<file path="src/verilog/tmc_regs.vh">
// Functional notes
// - Type field bits 31:28 reads fixed 2, address/data match trigger.
// - Debug-only-write clear: Debug Mode and machine mode may both write.
// - Debug-only-write set: only Debug Mode writes; machine-mode writes dropped.
// - Debug-only-write bit changes only from Debug Mode writes.
// - Range-limit field bits 26:21 reads fixed 31.
// - Hit flag set by hardware whenever the trigger matches.
// - Software may write hit flag to either value when its write is allowed; a same-cycle match keeps it set.
// - Compare-source 0 compares address, 1 compares store data.
// - Action before triggering instruction commits; timing bit reads 0.
// - Execute-address hit on side-effect load suppresses its bus transaction.
// - Size-low reads 0; accesses of any size can match.
// - Action 0 on fire raises a breakpoint exception.
// - Action 1 on fire enters Debug Mode; only when debug-only-write set.
// - Configuration word is CSR 0x7a1 via standard CSR accesses.
// - Chain bit set: match only when next trigger also matches.
// - Only triggers 0 and 2 may set the chain bit.
// - Reserved bits read 0; writable fields are write-any read-legal.
`ifndef TMC_REGS_VH
`define TMC_REGS_VH
`define TMC_CSR_SELECT 12'h7a0
`define TMC_CSR_CONFIG 12'h7a1
`define TMC_CSR_COMPARE 12'h7a2
`define TMC_TYPE_VAL 4'h2
`define TMC_MASKMAX_VAL 6'h1f
`define TMC_BIT_DMODE 27
`define TMC_BIT_HIT 20
`define TMC_BIT_SELECT 19
`define TMC_ACT_LO 12
`define TMC_ACT_HI 15
`define TMC_BIT_CHAIN 11
`define TMC_MATCH_LO 7
`define TMC_MATCH_HI 10
`define TMC_BIT_M 6
`define TMC_BIT_EXEC 2
`define TMC_BIT_STORE 1
`define TMC_BIT_LOAD 0
`define TMC_ACT_BREAK 4'h0
`define TMC_ACT_DEBUG 4'h1
`endif

</file>
<file path="src/verilog/tmc_compare.v">
`timescale 1ns/1ns
// One comparator: exact or NAPOT match against the compare value
module tmc_compare #(
    parameter WIDTH = 32
) (
    // Operands
    input wire [WIDTH-1:0] value,
    input wire [WIDTH-1:0] compare,
    input wire napot,
    // Result
    output wire hit
);
    reg [WIDTH-1:0] care;
    reg seen_zero;
    integer i;

    // NAPOT: bits up to and including the lowest zero of compare are ignored
    always @* begin
        care = {WIDTH{1'b1}};
        seen_zero = 1'b0;
        for (i = 0; i < WIDTH; i = i + 1) begin
            if (napot && !seen_zero) begin
                care[i] = 1'b0;
                if (!compare[i]) begin
                    seen_zero = 1'b1;
                end
            end
        end
    end

    assign hit = ((value ^ compare) & care) == {WIDTH{1'b0}};
endmodule

</file>
<file path="src/verilog/tmc_trigger.v">
`timescale 1ns/1ns
`include "tmc_regs.vh"
module tmc_trigger #(
    parameter NUM = 4,
    parameter XLEN = 32
) (
    // Clock and reset
    input wire core_clk,
    input wire rst,
    // CSR access from the pipeline
    input wire csr_wr,
    input wire [11:0] csr_addr,
    input wire [31:0] csr_wdata,
    input wire debug_mode,
    output reg [31:0] csr_rdata,
    // Candidate instruction at commit point
    input wire cand_valid,
    input wire cand_machine_mode,
    input wire cand_exec,
    input wire cand_load,
    input wire cand_store,
    input wire cand_side_effect,
    input wire [XLEN-1:0] cand_pc,
    input wire [XLEN-1:0] cand_addr,
    input wire [XLEN-1:0] cand_store_data,
    // Actions toward the pipeline
    output reg take_breakpoint,
    output reg take_debug_entry,
    output reg block_bus_access,
    output reg [NUM-1:0] fired
);
    reg [1:0] sel;
    reg [NUM-1:0] dmode;
    reg [NUM-1:0] hitf;
    reg [NUM-1:0] selbit;
    reg [NUM-1:0] chain;
    reg [NUM-1:0] napot;
    reg [NUM-1:0] men;
    reg [NUM-1:0] en_x;
    reg [NUM-1:0] en_s;
    reg [NUM-1:0] en_l;
    reg [NUM-1:0] act;
    reg [XLEN-1:0] cmp [0:NUM-1];
    wire [NUM-1:0] raw;
    wire [NUM-1:0] xhit;
    reg [NUM-1:0] eff;
    reg next_brk;
    reg next_dbg;
    reg next_blk;
    integer k;
    integer r;
    // Write strobes; dmode guards the config word and the compare value alike
    wire cfg_we;
    wire cmp_we;

    // Write permission: dmode protects the selected trigger from M-mode
    function wr_ok;
        input dm;
        input dbg;
        begin
            wr_ok = dbg | ~dm;
        end
    endfunction

    // Decoded once so both write paths see the same protection
    assign cfg_we = csr_wr && csr_addr == `TMC_CSR_CONFIG
        && wr_ok(dmode[sel], debug_mode);
    assign cmp_we = csr_wr && csr_addr == `TMC_CSR_COMPARE
        && wr_ok(dmode[sel], debug_mode);

    // Per-trigger comparator and qualification
    genvar g;
    generate
        for (g = 0; g < NUM; g = g + 1) begin : g_trig
            wire [XLEN-1:0] val;
            wire eq_v;
            wire eq_x;
            assign val = selbit[g] ? cand_store_data : cand_addr;
            tmc_compare #(.WIDTH(XLEN)) u_cmp (
                .value(val),
                .compare(cmp[g]),
                .napot(napot[g]),
                .hit(eq_v)
            );
            tmc_compare #(.WIDTH(XLEN)) u_cmpx (
                .value(cand_pc),
                .compare(cmp[g]),
                .napot(napot[g]),
                .hit(eq_x)
            );
            // Data-select only meaningful for stores
            assign raw[g] = cand_valid & cand_machine_mode & men[g] & (
                (en_x[g] & cand_exec & ~selbit[g] & eq_x) |
                (en_l[g] & cand_load & ~selbit[g] & eq_v) |
                (en_s[g] & cand_store & eq_v));
            assign xhit[g] = cand_valid & cand_machine_mode & men[g] & en_x[g]
                & cand_exec & eq_x;
        end
    endgenerate

    // Chain resolution: even triggers gate on their odd partner
    always @* begin
        eff = {NUM{1'b0}};
        next_brk = 1'b0;
        next_dbg = 1'b0;
        next_blk = 1'b0;
        // Pairs 0/1 and 2/3; a chained pair needs both halves in one cycle
        for (k = 0; k < NUM; k = k + 1) begin
            if (k % 2 == 1) begin
                eff[k] = raw[k] & (~chain[k-1] | raw[k-1]);
                if (chain[k-1]) begin
                    eff[k-1] = raw[k-1] & raw[k];
                end else begin
                    eff[k-1] = raw[k-1];
                end
            end
        end
        for (k = 0; k < NUM; k = k + 1) begin
            // Chained even trigger defers its action to the partner
            if (eff[k] && !((k % 2 == 0) && chain[k])) begin
                if (act[k] && dmode[k]) begin
                    next_dbg = 1'b1;
                end else begin
                    next_brk = 1'b1;
                end
                if (xhit[k] && cand_load && cand_side_effect) begin
                    next_blk = 1'b1;
                end
            end
        end
        // Debug entry outranks a breakpoint on the same instruction
        if (next_dbg) begin
            next_brk = 1'b0;
        end
    end

    // Actions registered at the commit point, before retirement
    always @(posedge core_clk or posedge rst) begin
        if (rst) begin
            take_breakpoint <= 1'b0;
            take_debug_entry <= 1'b0;
            block_bus_access <= 1'b0;
            fired <= {NUM{1'b0}};
        end else begin
            take_breakpoint <= next_brk;
            take_debug_entry <= next_dbg;
            block_bus_access <= next_blk;
            fired <= eff;
        end
    end

    // CSR state, one copy per trigger
    always @(posedge core_clk or posedge rst) begin
        if (rst) begin
            sel <= 2'h0;
            dmode <= {NUM{1'b0}};
            hitf <= {NUM{1'b0}};
            selbit <= {NUM{1'b0}};
            chain <= {NUM{1'b0}};
            napot <= {NUM{1'b0}};
            men <= {NUM{1'b0}};
            en_x <= {NUM{1'b0}};
            en_s <= {NUM{1'b0}};
            en_l <= {NUM{1'b0}};
            act <= {NUM{1'b0}};
            for (r = 0; r < NUM; r = r + 1) begin
                cmp[r] <= {XLEN{1'b0}};
            end
        end else begin
            // Hardware set; a same-cycle software write still loses to a match
            hitf <= hitf | eff;
            if (csr_wr && csr_addr == `TMC_CSR_SELECT) begin
                sel <= csr_wdata[1:0];
            end
            if (cfg_we) begin
                if (debug_mode) begin
                    dmode[sel] <= csr_wdata[`TMC_BIT_DMODE];
                end
                hitf[sel] <= csr_wdata[`TMC_BIT_HIT] | eff[sel];
                selbit[sel] <= csr_wdata[`TMC_BIT_SELECT];
                // Odd triggers cannot chain
                chain[sel] <= csr_wdata[`TMC_BIT_CHAIN] & ~sel[0];
                // WARL: unsupported match sizes fall back to exact
                napot[sel] <= (csr_wdata[`TMC_MATCH_HI:`TMC_MATCH_LO] == 4'h1);
                men[sel] <= csr_wdata[`TMC_BIT_M];
                en_x[sel] <= csr_wdata[`TMC_BIT_EXEC];
                en_s[sel] <= csr_wdata[`TMC_BIT_STORE];
                en_l[sel] <= csr_wdata[`TMC_BIT_LOAD];
                // WARL: reserved action codes read back as 0
                act[sel] <= (csr_wdata[`TMC_ACT_HI:`TMC_ACT_LO] == `TMC_ACT_DEBUG);
            end
            if (cmp_we) begin
                cmp[sel] <= csr_wdata[XLEN-1:0];
            end
        end
    end

    // Read mux; fixed fields and reserved bits are constants
    always @* begin
        csr_rdata = 32'h0;
        if (csr_addr == `TMC_CSR_SELECT) begin
            csr_rdata[1:0] = sel;
        end else if (csr_addr == `TMC_CSR_CONFIG) begin
            csr_rdata[31:28] = `TMC_TYPE_VAL;
            csr_rdata[`TMC_BIT_DMODE] = dmode[sel];
            csr_rdata[26:21] = `TMC_MASKMAX_VAL;
            csr_rdata[`TMC_BIT_HIT] = hitf[sel];
            csr_rdata[`TMC_BIT_SELECT] = selbit[sel];
            csr_rdata[18] = 1'b0;
            csr_rdata[17:16] = 2'h0;
            // Only the legal codes are stored, so upper action and match bits read 0
            csr_rdata[`TMC_ACT_LO] = act[sel];
            csr_rdata[`TMC_BIT_CHAIN] = chain[sel];
            csr_rdata[`TMC_MATCH_LO] = napot[sel];
            csr_rdata[`TMC_BIT_M] = men[sel];
            csr_rdata[`TMC_BIT_EXEC] = en_x[sel];
            csr_rdata[`TMC_BIT_STORE] = en_s[sel];
            csr_rdata[`TMC_BIT_LOAD] = en_l[sel];
        end else if (csr_addr == `TMC_CSR_COMPARE) begin
            csr_rdata = cmp[sel];
        end
    end
endmodule

</file>
<file path="config.mk">
export PLATFORM = sky130hd
export DESIGN_NAME = tmc_trigger
export DESIGN_NICKNAME = d
export VERILOG_FILES = /design/src/verilog/tmc_compare.v /design/src/verilog/tmc_trigger.v
export VERILOG_INCLUDE_DIRS = /design/src /design/src/verilog
export SDC_FILE = /design/constraint.sdc
export NUM_CORES = 1
export LEC_CHECK = 0
export BUFFER_PORTS_ARGS = -buffer_cell sky130_fd_sc_hd__clkbuf_2
export CAP_MARGIN = 20
export CELL_PAD_IN_SITES_DETAIL_PLACEMENT = 0
export CELL_PAD_IN_SITES_GLOBAL_PLACEMENT = 1
export CORE_MARGIN = 2
export CORE_UTILIZATION = 50
export CTS_CLUSTER_SIZE = 12
export DETAILED_ROUTE_END_ITERATION = 7
export PLACE_DENSITY_LB_ADDON = 0.1
export SLEW_MARGIN = 20
export SYNTH_ARGS = -nofsm -noshare
export SYNTH_HDL_FRONTEND = slang
export SYNTH_SLANG_ARGS = --single-unit
</file>
<file path="constraint.sdc">
create_clock -name core_clk -period 9.6 [get_ports core_clk]
set_input_delay 0.96 -clock core_clk [delete_from_list [all_inputs] [get_ports core_clk]]
set_output_delay 0.96 -clock core_clk [all_outputs]
set_load 0.02 [all_outputs]
</file>
==> impl_metrics.json <==
{
  "drt_iter0_markers": 2182,
  "async_flop_share_pct": 100,
  "boundaryPins": 189,
  "critPathBufInv": 1,
  "layout-drive-gt1-share_pct": 27.9,
  "crit_fanout": 18,
  "path_clk_slew_ps": 80,
  "crit_chain": "buf_4 -> mux2i_1 -> xor2_1 -> nand3_1 -> a2111oi_0 -> o2111ai_1 -> nor3_1 -> a22oi_1 -> or3_1 -> o2111a_1",
  "clockBufferDepth": 2,
  "start_util_pct": 50.8,
  "first_pass_iters": 6,
  "synth_cell_type_count": 87,
  "avgViaCountPerCell": 6.99,
  "dieArea_mm2": 0.0325,
  "fin_crit_sh_pct": 48.2,
  "cts_buffers": 17,
  "worstMarginPinSlew_ps": 1130,
  "r2r_start": "selbit[3]",
  "synth-seq-cells": 177,
  "synth-edff-count": 0,
  "syn_area_per_cell_um2": 9.49,
  "worstPathRequired_ps": 9950,
  "cp_slowest_cell": "a2111oi_0",
  "worstSetupPathType": "reg2reg",
  "fin_skew_ps": 11.9,
  "area_growth_syn_to_layout_pct": 10.3,
  "min_path_type": "reg2reg",
  "syn_inst": 1637,
  "drc": 0,
  "ys_seq_area_share_pct": 28.5,
  "h-tree-depth": 4,
  "fmax_mhz": 216,
  "cts.sinks": 177,
  "synth_flop_cell": "dfrtp_1",
  "vias": 14900,
  "dpl.hpwl_mm": 54.7,
  "syn-cell-area_mm2": 0.0155,
  "core_region_area_mm2": 0.0306,
  "ir_drop_mv": 0.125,
  "slew_viol_final": 0,
  "cpLargestDelayFamily": "compound AO/OA/AOI/OAI gates",
  "cp.depth": 10,
  "outcome": "complete, no violations",
  "end_kind": "flip-flop",
  "cp.arrival_ps": 4980,
  "rsz0062_at_grt": "no",
  "crit_start": "selbit[3]",
  "cts_setup_buffers": 0,
  "drtAntennaViolNets": 0,
  "slew_headroom_pct": 24.6,
  "fp.dieW_um": 180,
  "clk_root_buffer_cell": "clkbuf_16",
  "maxCapViolations": 0,
  "die_y_um": 180,
  "layout_min_cycle_time_ps": 4630,
  "cp-start-kind": "flip-flop",
  "grt_pass1_vias": 14300,
  "clk_latency_ps": 460,
  "syn-num-nets": 1787,
  "dp_cells": 2103,
  "wire_per_inst_um": 33.0,
  "cts_resized": 0,
  "r2r_slack_ps": 4970,
  "tritoncts": "done",
  "cpPeakStageDelay_ps": 850,
  "mostFrequentLayoutCell": "clkbuf_2",
  "gp_congestion": 1.12,
  "tns_ps": 0,
  "port_buffers": 188,
  "grt_start_max_net_pins": 98,
  "layout_common_cells": "clkbuf_2, dfrtp_1, mux2_2",
  "antenna_found_initial": 0,
  "finalHoldViolCount": 0,
  "cts_hold_buf": 0,
  "fin_cells": 2137,
  "drt_wl_total_mm": 70.4,
  "grt_overflow": 0,
  "r2r-end": "take_breakpoint",
  "powerDensity_mw_per_mm2": 99.0,
  "hold_path_depth": 1,
  "grt_pass1_wl_mm": 101,
  "rows": 64,
  "grt_util_all_layers_pct": 42.6,
  "r2r_cells": 10,
  "finalSetupViolations": 0,
  "fin_nets": 1877,
  "crit_path_end": "take_breakpoint",
  "ys_warn_count": 0,
  "power_leakage_uw": 0.00708
}
layer usage:
layer  vias up  GRT usage [%]  share of wire [%]
met4         0           18.8                5.1
met3       177           10.0                 11
met2      1097           63.3                 43
met1      7445           59.2                 41
li1       6209              -                  -
met5         -              0                  0
synthesized netlist by cell type (8+ instances only):
cell type	number	area share, %
xor2_1	118	6.7
nor3_1	29	0.93
mux4_2	40	5.8
nor2b_1	23	0.93
a21oi_1	78	2.5
inv_1	31	0.75
nand3_1	53	1.7
a31oi_1	17	0.68
a22oi_1	16	0.77
nor4_1	21	0.85
xnor2_1	108	6.1
clkbuf_1	84	2.0
buf_1	22	0.53
nand4_1	49	2.0
o21a_1	8	0.39
nand2_1	97	2.3
a2111oi_0	10	0.56
mux2i_1	127	8.2
buf_2	15	0.48
and2_1	11	0.44
mux2_2	168	12
o21ai_0	45	1.5
o22ai_1	29	1.2
and4_1	8	0.45
a21boi_0	10	0.48
nor2_1	80	1.9
and3_1	19	0.77
dfrtp_1	177	29
cell families after synthesis:
logic type,after synthesis,synth area share (%)
flip-flops,177,28.5
multiplexers,336,26.3
AO/OA/AOI/OAI,286,12.2
AND/OR/NAND/NOR,443,15.3
buffers and inverters,168,4.82
XOR/XNOR,227,12.9
layout make-up:
class / instances / area [µm²]
well taps: 396 / 495
multi-input cells: 1292 / 10400
clock inverters: 12 / 116
flip-flops and latches: 177 / 4440
diodes: 1 / 2.50
inverters: 31 / 121
repair buffers: 208 / 1110
clock buffers: 20 / 457
fillers: 2835 / 13500
flip-flops by register name (all words and copies together) (netlist names):
| name | count |
|---|---|
| act | 4 |
| block_bus_access | 1 |
| chain | 4 |
| cmp | 128 |
| dmode | 4 |
| en_l | 4 |
| en_s | 4 |
| en_x | 4 |
| fired | 4 |
| hitf | 4 |
| men | 4 |
| napot | 4 |
| sel | 2 |
| selbit | 4 |
| take_breakpoint | 1 |
| take_debug_entry | 1 |
per-stage QoR:
step	util [%]	total power (µW)	hold slack, ps	area (µm²)	setup slack, ps
floorplan	-	880	448	15500	3840
global placement	54.0	997	464	16500	4970
detailed placement	54.0	997	470	16500	4910
CTS	55.8	1690	490	17100	4980
global route	56.0	1740	514	17100	4860
finish	56.0	1700	492	17100	4970
how the worst min path moves through the flow:
stage / from / end
finish: chain[3] / chain[3]
floorplan: chain[3] / chain[3]
global placement: chain[1] / chain[1]
detailed placement: chain[3] / chain[3]
CTS: chain[3] / chain[3]
global route: chain[3] / chain[3]
where the power goes:
part	switching [µW]	total [µW]	internal, µW
clock	344	701	357
sequential	2.22	748	746
combinational	164	246	82.4
Note: power is estimated with default switching activity, not from simulation.
